--- config.mk ---
export PLATFORM = sky130hd
export DESIGN_NAME = branch_skip_bit_unit
export DESIGN_NICKNAME = d
export VERILOG_FILES = /design/src/hw/flow_unit_pkg.sv /design/src/hw/branch_skip_bit_unit.sv
export VERILOG_INCLUDE_DIRS = /design/src /design/src/hw
export SDC_FILE = /design/constraint.sdc
export NUM_CORES = 1
export LEC_CHECK = 0
export BUFFER_PORTS_ARGS = -buffer_cell sky130_fd_sc_hd__buf_2
export CAP_MARGIN = 20
export CORE_ASPECT_RATIO = 2
export CORE_UTILIZATION = 48
export DETAILED_ROUTE_END_ITERATION = 8
export PLACE_DENSITY = 0.77
export SLEW_MARGIN = 30
export SYNTH_ARGS = -nofsm -noshare
export SYNTH_HDL_FRONTEND = slang
export SYNTH_SLANG_ARGS = --single-unit
--- constraint.sdc ---
create_clock -name clk -period 3.8 [get_ports clk]
set_clock_uncertainty 0.15 [all_clocks]
set_input_delay 0.76 -clock clk [delete_from_list [all_inputs] [get_ports clk]]
set_output_delay 0.76 -clock clk [all_outputs]
set_load 0.01 [all_outputs]
--- src/hw/flow_unit_defs.svh ---
// Constants for the program-flow, skip, bit and shift execution unit
// Notes on behaviour
// RL1: Pointer call: jump to pointer, push return, 3 cycles
// RL2: Equal registers skip next; 1/2/3 cycles, flags kept
// RL3: Compares discard result, update Z N V C H
// RL4: Register bit zero skips next instruction
// RL5: Register bit one skips next instruction
// RL6: I/O bit clear or set skips next
// RL7: Flag branch: taken adds offset plus one, 1/2
// RL8: Carry zero: same-higher, carry-clear; one: lower, carry-set
// RL9: Signed greater-equal taken when N xor V zero
// RL10: Signed less-than taken when N xor V one
// RL11: Half-carry branches follow half-carry flag
// RL12: Bit-copy branches follow bit-copy flag
// RL13: Overflow branches follow overflow flag, flags kept
// RL14: Interrupt branches follow global interrupt enable
// RL15: Set I/O bit in two cycles
// RL16: Clear I/O bit in two cycles
// RL17: Rotate left through carry, flags, one cycle
// RL18: Returns pop PC in four; interrupt return sets enable
// RL19: Logical shifts fill zero, update flags, one cycle
// RL20: I/O bit operations only at addresses 0x00-0x1f
// RL21: I/O bit set or clear touches only that bit
`ifndef FLOW_UNIT_DEFS_SVH
`define FLOW_UNIT_DEFS_SVH

// ********************
// Status flag positions
// ********************
`define FLAG_C 3'h0
`define FLAG_Z 3'h1
`define FLAG_N 3'h2
`define FLAG_V 3'h3
`define FLAG_S 3'h4
`define FLAG_H 3'h5
`define FLAG_T 3'h6
`define FLAG_I 3'h7

// ********************
// Cycle counts and distances
// ********************
`define CYC_ONE     3'h1
`define CYC_IO_BIT  3'h2
`define CYC_CALL    3'h3
`define CYC_RETURN  3'h4
`define PC_STEP     16'h0001
`define SKIP_ONE    16'h0002
`define SKIP_TWO    16'h0003
`define IO_BIT_LAST 6'h1f

`endif

--- src/hw/flow_unit_pkg.sv ---
// Types shared by the program-flow execution unit
package flow_unit_pkg;

	// Operations handed over by the decoder
	typedef enum logic [5:0] {
		OP_NOP, OP_POINTER_CALL, OP_SUB_RETURN, OP_IRQ_RETURN,
		OP_COMPARE_SKIP_EQUAL, OP_COMPARE_REGS, OP_COMPARE_REGS_CARRY, OP_COMPARE_IMMEDIATE,
		OP_SKIP_REG_BIT_CLEAR, OP_SKIP_REG_BIT_SET, OP_SKIP_IO_BIT_CLEAR, OP_SKIP_IO_BIT_SET,
		OP_BRANCH_FLAG_SET, OP_BRANCH_FLAG_CLEAR, OP_BRANCH_SAME_HIGHER, OP_BRANCH_LOWER,
		OP_BRANCH_CARRY_CLEAR, OP_BRANCH_CARRY_SET, OP_BRANCH_SIGNED_GE, OP_BRANCH_SIGNED_LT,
		OP_BRANCH_HALFCARRY_SET, OP_BRANCH_HALFCARRY_CLEAR, OP_BRANCH_BITCOPY_SET,
		OP_BRANCH_BITCOPY_CLEAR, OP_BRANCH_OVERFLOW_SET, OP_BRANCH_OVERFLOW_CLEAR,
		OP_BRANCH_IRQ_ENABLED, OP_BRANCH_IRQ_DISABLED, OP_SET_IO_BIT, OP_CLEAR_IO_BIT,
		OP_SHIFT_LEFT_LOGICAL, OP_SHIFT_RIGHT_LOGICAL, OP_ROTATE_LEFT_CARRY
	} op_t;

	// One decoded instruction with its operand values
	typedef struct packed {
		op_t         op;            // Operation
		logic [7:0]  rd_val;        // First working register value
		logic [7:0]  rr_val;        // Second register value or immediate
		logic [2:0]  bit_sel;       // Bit b, or flag s for flag branches
		logic [6:0]  offset;        // Signed branch offset k
		logic [5:0]  io_addr;       // I/O register address P
		logic [7:0]  io_rdata;      // Current value of I/O register P
		logic        next_two_word; // Following instruction is two words
		logic [15:0] pc;            // Address of this instruction
		logic [15:0] z_ptr;         // 16-bit pointer register pair
	} instr_t;

	// Sequencer states
	typedef enum logic [1:0] {
		ST_IDLE = 2'b01,
		ST_WAIT = 2'b10
	} state_t;

endpackage : flow_unit_pkg

--- src/hw/branch_skip_bit_unit.sv ---
// Execution unit for calls, returns, compares, skips, branches, I/O bits and shifts
`timescale 1ns/1ps
`include "flow_unit_defs.svh"

module branch_skip_bit_unit
	import flow_unit_pkg::*;
(
	input  wire logic        clk,          // Core clock, 100 MHz
	input  wire logic        srst,         // Synchronous reset, active high
	input  wire logic        start,        // Instruction offered this cycle
	input  wire instr_t      instr,        // Decoded instruction and operands
	input  wire logic [7:0]  status_flags_register_in,      // Current status flags
	input  wire logic [15:0] pop_data,     // Stack word, valid after pop
	output logic             busy_q,       // Multi-cycle instruction running
	output logic             done_q,       // Instruction finished, pulse
	output logic             pc_load_q,    // Load pc_next_q into PC, pulse
	output logic [15:0]      pc_next_q,    // New program counter
	output logic             status_flags_register_we_q,    // Write status_flags_register_out_q, pulse
	output logic [7:0]       status_flags_register_out_q,   // New status flags
	output logic             res_we_q,     // Write res_q to destination, pulse
	output logic [7:0]       res_q,        // Shift result
	output logic             io_we_q,      // Masked I/O write, pulse
	output logic [5:0]       io_addr_q,    // I/O register address
	output logic [7:0]       io_mask_q,    // Bits to change
	output logic [7:0]       io_wdata_q,   // New value of the masked bits
	output logic             push_q,       // Push push_data_q, pulse
	output logic [15:0]      push_data_q,  // Return address
	output logic             pop_q,        // Pop request, pulse
	output logic             bad_io_q      // I/O bit op outside range, pulse
);

	// ********************
	// Decode and evaluate
	// ********************
	state_t      state_q;
	logic [2:0]  cnt_q;
	logic        pend_pc_q;
	logic        pend_ret_q;
	logic        pend_io_q;
	logic        pend_irq_q;
	logic        accept;
	logic        cond;
	logic        is_skip;
	logic        is_branch;
	logic        io_ok;
	logic        sel_bit;
	logic [8:0]  diff;
	logic [7:0]  shres;
	logic        sh_c;
	logic [7:0]  cmp_flags;
	logic [7:0]  sh_flags;
	logic [2:0]  cycles;
	logic [15:0] skip_pc;
	logic [15:0] br_pc;
	logic [7:0]  bit_mask;

	assign accept = start && (state_q == ST_IDLE);
	assign io_ok = (instr.io_addr <= `IO_BIT_LAST); // [RL20]
	assign bit_mask = 8'h01 << instr.bit_sel;

	// Bit under test comes from register or I/O operand
	always_comb
	begin
		sel_bit = instr.rd_val[instr.bit_sel];
		if (instr.op == OP_SKIP_IO_BIT_CLEAR || instr.op == OP_SKIP_IO_BIT_SET)
			sel_bit = instr.io_rdata[instr.bit_sel];
	end

	// Skip or branch condition per operation
	always_comb
	begin
		cond = 1'b0;
		is_skip = 1'b0;
		is_branch = 1'b1;
		unique case (instr.op)
			OP_COMPARE_SKIP_EQUAL:     cond = (instr.rd_val == instr.rr_val); // [RL2]
			OP_SKIP_REG_BIT_CLEAR:     cond = !sel_bit;                       // [RL4]
			OP_SKIP_REG_BIT_SET:       cond = sel_bit;                        // [RL5]
			OP_SKIP_IO_BIT_CLEAR:      cond = !sel_bit && io_ok;              // [RL6]
			OP_SKIP_IO_BIT_SET:        cond = sel_bit && io_ok;               // [RL6]
			OP_BRANCH_FLAG_SET:        cond = status_flags_register_in[instr.bit_sel];         // [RL7]
			OP_BRANCH_FLAG_CLEAR:      cond = !status_flags_register_in[instr.bit_sel];        // [RL7]
			OP_BRANCH_SAME_HIGHER,
			OP_BRANCH_CARRY_CLEAR:     cond = !status_flags_register_in[`FLAG_C];              // [RL8]
			OP_BRANCH_LOWER,
			OP_BRANCH_CARRY_SET:       cond = status_flags_register_in[`FLAG_C];               // [RL8]
			OP_BRANCH_SIGNED_GE:       cond = !(status_flags_register_in[`FLAG_N] ^ status_flags_register_in[`FLAG_V]); // [RL9]
			OP_BRANCH_SIGNED_LT:       cond = status_flags_register_in[`FLAG_N] ^ status_flags_register_in[`FLAG_V];    // [RL10]
			OP_BRANCH_HALFCARRY_SET:   cond = status_flags_register_in[`FLAG_H];               // [RL11]
			OP_BRANCH_HALFCARRY_CLEAR: cond = !status_flags_register_in[`FLAG_H];              // [RL11]
			OP_BRANCH_BITCOPY_SET:     cond = status_flags_register_in[`FLAG_T];               // [RL12]
			OP_BRANCH_BITCOPY_CLEAR:   cond = !status_flags_register_in[`FLAG_T];              // [RL12]
			OP_BRANCH_OVERFLOW_SET:    cond = status_flags_register_in[`FLAG_V];               // [RL13]
			OP_BRANCH_OVERFLOW_CLEAR:  cond = !status_flags_register_in[`FLAG_V];              // [RL13]
			OP_BRANCH_IRQ_ENABLED:     cond = status_flags_register_in[`FLAG_I];               // [RL14]
			OP_BRANCH_IRQ_DISABLED:    cond = !status_flags_register_in[`FLAG_I];              // [RL14]
			default:                   is_branch = 1'b0;
		endcase
		if (instr.op inside {OP_COMPARE_SKIP_EQUAL, OP_SKIP_REG_BIT_CLEAR, OP_SKIP_REG_BIT_SET,
				OP_SKIP_IO_BIT_CLEAR, OP_SKIP_IO_BIT_SET})
		begin
			is_skip = 1'b1;
			is_branch = 1'b0;
		end
	end

	// Relative target and skip target
	assign br_pc = instr.pc + {{9{instr.offset[6]}}, instr.offset} + `PC_STEP; // [RL7]
	assign skip_pc = instr.pc + (instr.next_two_word ? `SKIP_TWO : `SKIP_ONE); // [RL2]

	// Compare: difference discarded, only flags kept
	always_comb
	begin
		diff = {1'b0, instr.rd_val} - {1'b0, instr.rr_val};
		if (instr.op == OP_COMPARE_REGS_CARRY)
			diff = diff - {8'h00, status_flags_register_in[`FLAG_C]};
		cmp_flags = status_flags_register_in;
		cmp_flags[`FLAG_C] = diff[8]; // [RL3]
		cmp_flags[`FLAG_N] = diff[7];
		cmp_flags[`FLAG_V] = (instr.rd_val[7] & ~instr.rr_val[7] & ~diff[7])
			| (~instr.rd_val[7] & instr.rr_val[7] & diff[7]);
		cmp_flags[`FLAG_H] = (~instr.rd_val[3] & instr.rr_val[3])
			| (instr.rr_val[3] & diff[3]) | (diff[3] & ~instr.rd_val[3]);
		cmp_flags[`FLAG_Z] = (diff[7:0] == 8'h00);
		// Carry compare keeps zero only if it was already set
		if (instr.op == OP_COMPARE_REGS_CARRY)
			cmp_flags[`FLAG_Z] = (diff[7:0] == 8'h00) && status_flags_register_in[`FLAG_Z];
		cmp_flags[`FLAG_S] = cmp_flags[`FLAG_N] ^ cmp_flags[`FLAG_V];
	end

	// Shifts and rotate through carry
	always_comb
	begin
		shres = {instr.rd_val[6:0], 1'b0};              // [RL19]
		sh_c = instr.rd_val[7];
		if (instr.op == OP_SHIFT_RIGHT_LOGICAL)
		begin
			shres = {1'b0, instr.rd_val[7:1]};          // [RL19]
			sh_c = instr.rd_val[0];
		end
		else if (instr.op == OP_ROTATE_LEFT_CARRY)
			shres = {instr.rd_val[6:0], status_flags_register_in[`FLAG_C]}; // [RL17]
		sh_flags = status_flags_register_in;
		sh_flags[`FLAG_C] = sh_c;
		sh_flags[`FLAG_Z] = (shres == 8'h00);
		sh_flags[`FLAG_N] = shres[7];
		sh_flags[`FLAG_V] = shres[7] ^ sh_c;
		sh_flags[`FLAG_S] = sh_flags[`FLAG_N] ^ sh_flags[`FLAG_V];
	end

	// Cycle count of the offered instruction
	always_comb
	begin
		cycles = `CYC_ONE;
		if (instr.op == OP_POINTER_CALL)
			cycles = `CYC_CALL;                           // [RL1]
		else if (instr.op == OP_SUB_RETURN || instr.op == OP_IRQ_RETURN)
			cycles = `CYC_RETURN;                         // [RL18]
		// A refused address must finish at once, with no PC load
		else if ((instr.op == OP_SET_IO_BIT || instr.op == OP_CLEAR_IO_BIT) && io_ok)
			cycles = `CYC_IO_BIT;                         // [RL15] [RL16] [RL20]
		else if (is_skip && cond)
			cycles = instr.next_two_word ? `CYC_CALL : `CYC_IO_BIT; // [RL2]
		else if (is_branch && cond)
			cycles = `CYC_IO_BIT;                         // [RL7]
	end

	// ********************
	// Sequencer
	// ********************
	// Counts down the extra cycles; new offers are ignored meanwhile
	always_ff @(posedge clk)
	begin
		if (srst)
		begin
			state_q <= ST_IDLE;
			cnt_q <= 3'h0;
			busy_q <= 1'b0;
		end
		else
		begin
			unique case (state_q)
				ST_IDLE:
					if (accept && cycles != `CYC_ONE)
					begin
						state_q <= ST_WAIT;
						cnt_q <= cycles - `CYC_ONE;
						busy_q <= 1'b1;
					end
				ST_WAIT:
				begin
					cnt_q <= cnt_q - 3'h1;
					if (cnt_q == `CYC_ONE)
					begin
						state_q <= ST_IDLE;
						busy_q <= 1'b0;
					end
				end
			endcase
		end
	end

	// Pending effects published on the last cycle
	always_ff @(posedge clk)
	begin
		if (srst)
		begin
			pend_pc_q <= 1'b0;
			pend_ret_q <= 1'b0;
			pend_io_q <= 1'b0;
			pend_irq_q <= 1'b0;
		end
		else if (accept)
		begin
			pend_pc_q <= cycles != `CYC_ONE && !pend_io_next();
			pend_ret_q <= instr.op == OP_SUB_RETURN || instr.op == OP_IRQ_RETURN;
			pend_irq_q <= instr.op == OP_IRQ_RETURN;                // [RL18]
			pend_io_q <= pend_io_next();
		end
	end

	function automatic logic pend_io_next();
		pend_io_next = (instr.op == OP_SET_IO_BIT || instr.op == OP_CLEAR_IO_BIT) && io_ok;
	endfunction : pend_io_next

	// ********************
	// Outputs
	// ********************
	// Data words are set on acceptance and held, returns reload pc_next_q at the end; push_q and pop_q pulse on acceptance, other strobes on completion
	always_ff @(posedge clk)
	begin
		if (srst)
		begin
			done_q <= 1'b0;
			pc_load_q <= 1'b0;
			pc_next_q <= 16'h0000;
			status_flags_register_we_q <= 1'b0;
			status_flags_register_out_q <= 8'h00;
			res_we_q <= 1'b0;
			res_q <= 8'h00;
			io_we_q <= 1'b0;
			io_addr_q <= 6'h00;
			io_mask_q <= 8'h00;
			io_wdata_q <= 8'h00;
			push_q <= 1'b0;
			push_data_q <= 16'h0000;
			pop_q <= 1'b0;
			bad_io_q <= 1'b0;
		end
		else
		begin
			done_q <= 1'b0;
			pc_load_q <= 1'b0;
			status_flags_register_we_q <= 1'b0;
			res_we_q <= 1'b0;
			io_we_q <= 1'b0;
			push_q <= 1'b0;
			pop_q <= 1'b0;
			bad_io_q <= 1'b0;
			if (accept)
			begin
				pc_next_q <= is_skip ? skip_pc : br_pc;
				status_flags_register_out_q <= status_flags_register_in;
				io_addr_q <= instr.io_addr;
				io_mask_q <= bit_mask;                               // [RL21]
				io_wdata_q <= (instr.op == OP_SET_IO_BIT) ? bit_mask : 8'h00; // [RL15] [RL16]
				bad_io_q <= !io_ok && (instr.op inside {OP_SET_IO_BIT, OP_CLEAR_IO_BIT,
					OP_SKIP_IO_BIT_CLEAR, OP_SKIP_IO_BIT_SET});       // [RL20]
				if (instr.op == OP_POINTER_CALL)
				begin
					pc_next_q <= instr.z_ptr;                        // [RL1]
					push_q <= 1'b1;
					push_data_q <= instr.pc + `PC_STEP;
				end
				if (instr.op == OP_SUB_RETURN || instr.op == OP_IRQ_RETURN)
					pop_q <= 1'b1;                                   // [RL18]
				if (instr.op == OP_IRQ_RETURN)
					status_flags_register_out_q[`FLAG_I] <= 1'b1;                     // [RL18]
				if (instr.op inside {OP_COMPARE_REGS, OP_COMPARE_REGS_CARRY,
					OP_COMPARE_IMMEDIATE})
				begin
					status_flags_register_out_q <= cmp_flags;                         // [RL3]
					status_flags_register_we_q <= 1'b1;
					done_q <= 1'b1;
				end
				else if (instr.op inside {OP_SHIFT_LEFT_LOGICAL, OP_SHIFT_RIGHT_LOGICAL,
					OP_ROTATE_LEFT_CARRY})
				begin
					status_flags_register_out_q <= sh_flags;                          // [RL17] [RL19]
					status_flags_register_we_q <= 1'b1;
					res_q <= shres;
					res_we_q <= 1'b1;
					done_q <= 1'b1;
				end
				else if (cycles == `CYC_ONE)
					done_q <= 1'b1;
			end
			else if (state_q == ST_WAIT && cnt_q == `CYC_ONE)
			begin
				done_q <= 1'b1;
				pc_load_q <= pend_pc_q;
				io_we_q <= pend_io_q;
				if (pend_ret_q)
				begin
					pc_next_q <= pop_data;                           // [RL18]
					status_flags_register_we_q <= pend_irq_q;                         // [RL18]
				end
			end
		end
	end

endmodule : branch_skip_bit_unit

==> metrics.md, run 1 <==
| Metric | Value |
|---|---|
| Worst path bufs/invs | 4 |
| DP Area | between 7000 and 8000 um2 |
| TritonCTS clock tree | done |
| CP endpoint kind | flop |
| PortBufs | approximately 180 |
| Total CTS buffers | 9 |
| Hold buffers post-CTS | 0 |
| Starting Density | between 40% and 50% |
| VDD IR max | a little over 300 uV |
| DR DRC count | 0 |
| Synth async-reset ratio | 0% |
| Num rows | a little under 60 |
| Synth area leader | dfxtp_1 |
| Final Setup Violations | 0 |
| Leakage power | between 3 and 4 nW |
| Vias in the first global route | about 6600 |
| R2R Path End | pc_next_q[15] |
| Critical path depth in cells | 16 |
| Pwr dens | 354.6 nW/um2 |
| Sinks on the clock net | just under 90 |
| Cell Chain, Critical Path | buf_2, buf_4, mux2i_1, mux4_2, xnor2_1, a211oi_1, o21ai_1, a41oi_1, buf_4, o21a_1, inv_1, ha_1, xnor2_1, a22oi_1, or2_2, a21oi_1 |
| DRT antenna net count | 0 |
| CP Max Fanout | 8 |
| Reg clk slew, reported paths | about 70 ps |
| Nets | between 1000 and 1500 |
| Fmax | 0.2692 GHz |
| Post-Layout Cell Count | between 1000 and 1500 |
| Worst-margin pin slew | just under 800 ps |
| First-pass DRT Iterations | 5 |
| Overflow after GRT | 0 |
| Clk Latency, worst-skew pair | between 300 and 400 ps |
| Synthesis-stage register bit count | 87 |
| Crit path launch | instr[55] |
| Top post-synthesis cells by area | dfxtp_1 (28%), ha_1 (6.9%), nor2_1 (5.9%) |
| Rel. slew slack | around 47% |
| Mean area per synthesized cell | approximately 7.7 um2 |
| Post-synth top flop | dfxtp_1 |
| Crit path time final | about 3700 ps |
| Worst R2R Start | state_q[0] |
| CP max-delay cell | mux4_2 |
| Largest net degree at the start of global routing | 53 |
| Placer congestion estimate | between 0.9 and 1 |
| Vias/cell | between 5 and 6 |
| DR WL/cell | 18.03 um |
| R2R depth | 6 |
| Via count | 6746 |
| CP Launch Type | input port |
| Max Cap Viol | 0 |
| Cell count after synthesis | 803 |
| Hold path start | io_mask_q[6] |
| Crit path DAT | 3830 ps |
| IO Pins | ~190 |
| Synth warn | 0 |
| Critical path destination | cnt_q[2] |
| Die H | roughly 160 um |
| Max-slew violations | 0 |
| DP Cell Count | between 1000 and 1500 |
| Initial antenna violation count | 1 |
| Final WL | between 20000 and 25000 um |
| Status | finished clean |
| First-pass GRT wire length | around 31000 um |
| Overall Global Routing Usage | around a third |
| Distinct cell type count after synthesis | 67 |
| H-tree Lvls | 3 |
| Core area | 12550 um2 |
| Die ar. | 13310 um2 |
| Crit path max-delay family | compound AO/OA/AOI/OAI gates |
| 1st-iter DRT viols | roughly 390 |
| Top cell type's share of synthesized area | 28.29% |
| Post-Syn Nets | about 950 |
| RSZ-0062 raised after global routing | no |
| Root buf cell | clkbuf_16 |
| Final Instance Area | approximately 7700 um2 |
| Synth Cell Area | 6156 um2 |
| Post-synth EDFFs | 0 |
| Setup slack, reg-to-reg | around 1400 ps |
| Worst path max stage delay | about 500 ps |
| Die width | a little over 80 um |
| Tcrit/Tclk final | ~100% |
| Hold Vio Cnt, Final | 0 |
| Ratio of cells with drive above 1 in the final layout | roughly a quarter |
| Max Root-Sink Buffers | 2 |
| Setup CP Type | in2reg |
| Min-Delay Path Class | reg2reg |
| Sequential element share of the synthesized area | 28.29% |
| CP required | a little under 4000 ps |
| Area grow syn2layout | 25.55% |
| Final HPWL DP | 16060 um |
[cell families (layout without fill, tap and decap cells)]
family,after synthesis,in the layout,synth area share (%)
adders and majority gates,36,36,7.561
and+or+nand+nor,322,322,24.78
DFF,87,87,28.29
muxes,22,22,4.817
other,0,1,0
buffers and inverters,77,269,4.858
xor gates and xnor gates,55,55,7.825
AOI/OAI and AO/OA,204,204,21.87
[worst min-delay path by stage]
stage,endpoint,slack [ps],cells after the start
after detailed placement,io_mask_q[6],290,2
after floorplan,pend_pc_q,280,2
final,io_mask_q[6],300,2
after CTS,io_mask_q[6],300,2
after global routing,io_addr_q[0],320,2
after global placement,io_addr_q[3],290,2
[layer usage]
| metal | vias to the layer above | track usage (%) | routed length [um] | share of wire (%) |
|---|---|---|---|---|
| li1 | 3253 | - | - | - |
| met4 | 0 | 25.12 | 1613 | 7.8 |
| met1 | 3115 | 30.14 | 6997 | 34 |
| met2 | 290 | 56.76 | 11030 | 53 |
| met5 | - | 0 | 0 | 0 |
| met3 | 88 | 4.944 | 1027 | 5.0 |
[state kept, by name, summed over array words and instances (netlist names), 3 cells and up]
name	count
push_data_q	16
res_q	8
status_flags_register_out_q	8
io_addr_q	6
cnt_q	3
pc_next_q	16
io_wdata_q	8
io_mask_q	8
[cells in the mapped netlist (all sizes together) (6+ instances only)]
master	n
nor3	18
and2	8
nand3	32
o21a	6
and3	10
ha	34
xor2	23
mux4	6
nand2	87
mux2i	15
nand2b	14
or2	8
a21o	8
nor4	7
inv	26
buf	12
dfxtp	87
a21oi	60
clkbuf	39
nand4	8
o21ai	38
a311oi	11
nor2	97
xnor2	32
a211oi	36
nor2b	11
[worst reg2reg max path: stages (launching register included)]
cell and delay, ps:
dfxtp_1 310, nand2b_1 260, nor2_1 250, and3_1 720, nand2_1 120, a311o_1 370, nor3_1 190
[where the power goes]
part / internal [mW] / switching, mW
Sequential: 0.969 / 0.0309
Clock: 0.538 / 0.407
Combinational: 0.342 / 0.456
[stage by stage]
step	total power [mW]	utilization, %	hold slack, ps	setup TNS [ps]	setup slack, ps
3_5_place_dp	1.803	58.97	293.5	-846.9	-246.4
5_1_grt	2.861	61.56	320.2	0	34.63
3_3_place_gp	1.794	58.97	288.2	-267.7	-131.0
6_report	2.741	61.56	300.5	0	85.73
4_1_cts	2.746	61.47	303.4	0	118.4
2_1_floorplan	1.508	-	277.3	0	13.70
[final cells by class]
type	instances	area [um2]
diodes	1	2.502
clock buffers	10	239.0
clock inverters	6	75.07
fillers	1190	4826
inverters	26	97.59
multi-input cells	639	4129
flip-flops and latches	87	1742
well taps	150	187.7
repair buffers	227	1256
[layout by cell type, fill, tap and decap left out, types with 14 or more instances in the layout]
cell type,synthesis,final
xor2_1,23,23
ha_1,34,34
inv_1,26,26
xnor2_1,32,32
dfxtp_1,87,87
a211oi_1,36,36
a21oi_1,59,58
nand2b_1,14,14
buf_2,5,184
o21ai_0,31,31
nand3_1,32,32
nor3_1,18,18
nand2_1,87,87
buf_4,1,42
nor2_1,96,94
mux2i_1,15,15
[repair_timing]
action | CTS | global route
resized for setup | 0 | 2
setup endpoints to repair | 0 | 3
buffers inserted | 0 | 0
(Power assumes the default switching activity.)
==> inputs of run 2 (changes only) <==
--- a/config.mk
+++ b/config.mk
@@ -8,7 +8,7 @@
 export LEC_CHECK = 0
 export BUFFER_PORTS_ARGS = -buffer_cell sky130_fd_sc_hd__buf_2
 export CAP_MARGIN = 20
-export CORE_ASPECT_RATIO = 2
+export CORE_ASPECT_RATIO = 1.1
 export CORE_UTILIZATION = 48
 export DETAILED_ROUTE_END_ITERATION = 8
 export PLACE_DENSITY = 0.77
==> metrics.md, run 2 (synthesis results as in run 1) <==
| Metric | Value |
|---|---|
| Top layer in use | met4 |
| Vias/cell | 5.676 (-3.6%) |
| Total CTS buffers | 9 (unchanged) |
| Setup CP Type | in2reg |
| Most frequent cells in the layout | buf_2 (184), nor2_1 (95), nand2_1 (87), dfxtp_1 (87), a21oi_1 (58) |
| Metal-1 WL | 8485 um (+21%) |
| Die ar. | 13280 um2 (-0.20%) |
| H-tree Lvls | 3 (unchanged) |
| First-pass GRT wire length | 29370 um (-6.7%) |
| DR WL met3 | 1112 um (+8.3%) |
| Sinks on the clock net | 87 (unchanged) |
| Antenna cells | 0 (-1) |
| Gate power share | 28.1% (-1.0 points) |
| DRT antenna net count | 0 (unchanged) |
| Tot Pwr | 2.767 mW (+0.94%) |
| Die H | 120.8 um (-26%) |
| Hold Path Sink | io_mask_q[6] |
| Via count | 6533 (-3.2%) |
| 1st-iter DRT viols | 400 (+2.8%) |
| Switching pwr | 0.8745 mW (-2.1%) |
| Worst R2R Start | busy_q |
| R2R Path End | res_q[4] |
| RSZ-0062 raised after global routing | no |
| TritonCTS clock tree | done |
| Num rows | 43 (-26%) |
| CP endpoint kind | flop |
| Largest net degree at the start of global routing | 83 (+57%) |
| Max Root-Sink Buffers | 2 (unchanged) |
| Ratio of cells with drive above 1 in the final layout | 26.56% (-0.17 points) |
| DR WL/cell | 16.03 um (-11%) |
| Initial antenna violation count | 0 (-1) |
| CP required | 3840 ps (-70 ps) |
| Crit path DAT | 3560 ps (-270 ps) |
| Final Setup Violations | 0 (unchanged) |
| Hold buffers post-CTS | 0 (unchanged) |
| Status | finished clean |
| Overall Global Routing Usage | 28.19% (-3.4 points) |
| Clk Latency, worst-skew pair | 350 ps (about the same) |
| CP Launch Type | input port |
| Max Cap Viol | 0 (unchanged) |
| Final WL | 18450 um (-11%) |
| Crit path time final | 3519 ps (-194.9 ps) |
| Placer congestion estimate | 0.9020 (-2.5%) |
| Min-Delay Path Class | reg2reg |
| Leakage power | 3.424 nW (about the same) |
| First-pass DRT Iterations | 4 (-1) |
| Hold WS | 298.3 ps (-2.213 ps) |
| Rel. slew slack | 38.11% (-9.1 points) |
| Starting Density | 49.11% (+0.073 points) |
| Worst-margin pin slew | 924.9 ps (+133.8 ps) |
| Commonest non-fill, non-tap cell in the layout | buf_2 |
| Pwr dens | 358.2 nW/um2 (+1.0%) |
| Max-slew violations | 0 (unchanged) |
| VDD IR max | 251.4 uV (-17%) |
| PortBufs | 184 (unchanged) |
| Top Registers | pc_next_q: 16 flops, push_data_q: 16 flops |
| CP Max Fanout | 5 (-3) |
| Sw frac | 31.61% (-0.98 points) |
| Hold path start | io_mask_q[6] |
| Die width | 110.0 um (+34%) |
| Fmax | 0.2841 GHz (+5.5%) |
| Sequential fraction of design power | 36.1% (-0.4 points) |
| Hold Crit Depth | 2 (unchanged) |
| Clock share of power | 35.8% (+1.4 points) |
| IO Pins | 185 (unchanged) |
| Area grow syn2layout | 25.47% (about the same) |
| Overflow after GRT | 0 (unchanged) |
| Hold Vio Cnt, Final | 0 (unchanged) |
| Core area | 12540 um2 (-0.15%) |
| Vias in the first global route | 6067 (-8.0%) |
| Tcrit/Tclk final | 92.61% (-5.1 points) |
| Final HPWL DP | 14080 um (-12%) |
| Final core utilization | 61.61% (about the same) |
| R2R depth | 5 (-1) |
| Nets | 1131 (-0.088%) |
| Setup slack, reg-to-reg | 1370 ps (+20 ps) |
| Pint | 1.892 mW (+2.4%) |
| Reg clk slew, reported paths | 70 ps (about the same) |
| Root buf cell | clkbuf_16 |
| Met2 Wirelength | 8403 um (-24%) |
| DR DRC count | 0 (unchanged) |
[run 2: worst max-delay path by stage]
stage                    from  endpoint  slack [ps]
floorplan           instr[55]  cnt_q[0]          10
global route        instr[54]  cnt_q[0]           8
detailed placement  instr[54]  cnt_q[0]        -220
global placement    instr[55]  cnt_q[0]         -90
CTS                 instr[54]  cnt_q[0]         130
finish              instr[54]  cnt_q[0]         280
[run 2: area by class of cell]
class	instances	area [um2]
clock buffers	9	225.2
well taps	157	196.4
multi-input cells	639	4126
fillers	1169	4812
repair buffers	226	1236
flip-flops and latches	87	1742
clock inverters	7	100.1
inverters	26	97.59
[run 2: worst max-delay path, stage by stage]
cell,delay [ps]
buf_2,190
mux4_2,520
mux4_2,480
xnor2_1,150
a41oi_1,290
nor3b_2,280
ha_1,180
nand2_1,70
a21oi_2,210
o21ai_0,90
o21ai_0,250
a21oi_2,90
[run 2: metal layers]
| layer | global-route usage (%) | vias up |
|---|---|---|
| met5 | 0 | - |
| met1 | 37.98 | 3028 |
| met3 | 4.906 | 34 |
| met4 | 10.17 | 0 |
| li1 | - | 3254 |
| met2 | 44.69 | 217 |
[run 2: repair_timing]
action                     in CTS  in global routing
setup endpoints to repair       0                  3
gates resized for setup         0                  2
buffers inserted                0                  0
[run 2: power groups by stage]
stage	sequential, mW	combinational (mW)	clock [mW]
floorplan	1.04	0.469	0
global placement	1.02	0.757	0
detailed placement	1.02	0.765	0
CTS	0.999	0.771	1.00
global route	1.00	0.860	1.04
finish	0.999	0.777	0.991
[run 2: stage by stage]
stage	setup slack [ps]	setup TNS, ps	instance area (um2)	cells
5_1_grt	8.267	0	7724	1151
6_report	280.6	0	7724	1151
3_5_place_dp	-223.7	-514.4	7390	1135
3_3_place_gp	-88.64	-147.0	7390	1135
4_1_cts	132.9	0	7715	1151
2_1_floorplan	13.70	0	6156	803
==> inputs of run 3 (changes only) <==
--- a/config.mk
+++ b/config.mk
@@ -11,7 +11,7 @@
 export CORE_ASPECT_RATIO = 1.1
 export CORE_UTILIZATION = 48
 export DETAILED_ROUTE_END_ITERATION = 8
-export PLACE_DENSITY = 0.77
+export PLACE_DENSITY = 0.88
 export SLEW_MARGIN = 30
 export SYNTH_ARGS = -nofsm -noshare
 export SYNTH_HDL_FRONTEND = slang
==> metrics.md, run 3 (synthesis results as in run 1) <==
| Metric | Value |
|---|---|
| Cell Chain, Critical Path | buf_2, mux4_2, mux4_2, xnor2_1, a41oi_1, nor3b_2, ha_1, nand2_1, a21oi_1, o21ai_0, o21ai_0, a21oi_2 |
| Status | finished clean |
| Commonest non-fill, non-tap cell in the layout | buf_2 |
| Num rows | 43 (unchanged) |
| Final Setup Violations | 0 (unchanged) |
| Worst-margin pin slew | 845.5 ps (-79.45 ps) |
| Overall Global Routing Usage | 28.92% (+0.73 points) |
| PortBufs | 184 (unchanged) |
| Crit path DAT | 3610 ps (+50 ps) |
| Setup slack at placement | -210.9 ps (+12.77 ps) |
| Hold WS | 301.2 ps (+2.906 ps) |
| Hold path start | io_wdata_q[6] |
| Vias in the first global route | 6176 (+1.8%) |
| Most frequent cells in the layout | buf_2 (184), nor2_1 (95), nand2_1 (87), dfxtp_1 (87), a21oi_1 (59) |
| Hold Crit Depth | 2 (unchanged) |
| Final core utilization | 61.36% (-0.25 points) |
| Largest net degree at the start of global routing | 44 (-47%) |
| Placer congestion estimate | 0.9061 (+0.45%) |
| Pwr dens | 353.2 nW/um2 (-1.4%) |
| Setup slack after layout | 241.3 ps (-39.30 ps) |
| CP required | 3850 ps (about the same) |
| # fillers | 1137 (-2.7%) |
| Die H | 120.8 um (unchanged) |
| Die width | 110.0 um (unchanged) |
| First-pass GRT wire length | 30020 um (+2.2%) |
| CP Max Fanout | 4 (-1) |
| Crit path max-delay family | multiplexers |
| Max Cap Viol | 0 (unchanged) |
| Sinks on the clock net | 87 (unchanged) |
| Tcrit/Tclk final | 93.65% (+1.0 points) |
| R2R Path End | pc_next_q[13] |
| Initial antenna violation count | 0 (unchanged) |
| DRT antenna net count | 0 (unchanged) |
| Setup CP Type | in2reg |
| CP endpoint kind | flop |
| Area grow syn2layout | 24.96% |
| Max Root-Sink Buffers | 2 (unchanged) |
| TritonCTS clock tree | done |
| Reg clk slew, reported paths | 70 ps (about the same) |
| Worst path max stage delay | 570 ps (+50 ps) |
| CP Launch Type | input port |
| Worst path bufs/invs | 1 (unchanged) |
| Starting Density | 49.11% (unchanged) |
| VDD IR max | 228.6 uV (-9.0%) |
| Vias/cell | 5.887 (+3.7%) |
| Die ar. | 13280 um2 (unchanged) |
| Final WL | 19200 um (+4.0%) |
| Nets | 1130 (-0.088%) |
| DR WL/cell | 16.69 um (+4.1%) |
| DP Cell Count | 1134 (-0.088%) |
| Final HPWL DP | 14360 um (+2.0%) |
| Total CTS buffers | 9 (unchanged) |
| Hold Path Sink | io_wdata_q[6] |
| CP max-delay cell | mux4_2 |
| RSZ-0062 raised after global routing | no |
| Setup slack, reg-to-reg | 1450 ps (+80 ps) |
| Clk Latency, worst-skew pair | 340 ps (about the same) |
| Antenna cells | 0 (unchanged) |
| Fmax | 0.2810 GHz (-1.1%) |
| Max-slew violations | 0 (unchanged) |
| Worst R2R Start | state_q[0] |
| Ratio of cells with drive above 1 in the final layout | 26.28% (-0.28 points) |
| Top Registers | pc_next_q: 16 flops, push_data_q: 16 flops |
| R2R depth | 6 (+1) |
| DR DRC count | 0 (unchanged) |
| Post-Layout Cell Count | 1150 (-0.087%) |
| Crit path time final | 3559 ps (+39.30 ps) |
| Overflow after GRT | 0 (unchanged) |
| H-tree Lvls | 3 (unchanged) |
| Root buf cell | clkbuf_16 |
| IO Pins | 185 (unchanged) |
| Hold Vio Cnt, Final | 0 (unchanged) |
| Rel. slew slack | 43.43% (+5.3 points) |
| Via count | 6770 (+3.6%) |
| First-pass DRT Iterations | 7 (+3) |
| 1st-iter DRT viols | 577 (+44%) |
| Min-Delay Path Class | reg2reg |
| Leakage power | 3.410 nW (-0.41%) |
| Core area | 12540 um2 (unchanged) |
| Total Neg Setup Slack | 0 ps (unchanged) |
-- run 3: worst max path at each step --
stage | startpoint | endpoint | slack [ps] | depth (start not counted)
2_1_floorplan | instr[55] | cnt_q[0] | 10 | 12
3_3_place_gp | instr[55] | cnt_q[0] | -150 | 12
3_5_place_dp | instr[54] | cnt_q[1] | -210 | 12
4_1_cts | instr[54] | cnt_q[1] | 150 | 12
5_1_grt | instr[55] | cnt_q[0] | 50 | 12
6_report | instr[55] | cnt_q[0] | 240 | 12
-- run 3: final cells by class --
cell class                      count  area, um2  share of cell area [%]
Multi-Input combinational cell    639       4123                   53.59
Inverter                           26      97.59                   1.269
Tap cell                          157      196.4                   2.554
Clock buffer                       10      229.0                   2.977
Sequential cell                    87       1742                   22.64
Timing Repair Buffer              225       1229                   15.97
Clock inverter                      6      76.32                  0.9922
-- run 3: what timing repair did --
action | in CTS | in global routing
gates resized for setup | 0 | 1
setup buffers | 0 | 0
endpoints found under the setup margin | 0 | 1
hold buffers | 0 | 0
-- run 3: worst register-to-register path, delay by kind of cell (launching register included) --
kind | cells | cell delay, ps
AND/OR/NAND/NOR | 4 | 1090
AO/OA/AOI/OAI | 2 | 640
flip-flops | 1 | 330
-- run 3: per-stage QoR --
stage / power [mW] / cell area [um2]
after floorplan: 1.508 / 6156
after global placement: 1.771 / 7382
after detailed placement: 1.787 / 7382
after CTS: 2.706 / 7687
after global routing: 2.844 / 7692
final: 2.717 / 7692
-- run 3: per-layer routing --
metal / global-route usage [%] / up-vias / wire length [um] / part of all wire, %
met3: 5.391 / 40 / 1512 / 7.9
met4: 9.583 / 0 / 372 / 1.9
met5: 0 / - / 0 / 0
met1: 37.10 / 3155 / 8229 / 43
met2: 48.16 / 321 / 9082 / 47
li1: - / 3254 / - / -
-- run 3: where the power goes --
part	internal [mW]	switching, mW
logic	0.337	0.447
clock network	0.522	0.411
registers	0.969	0.0317
total	1.83	0.889
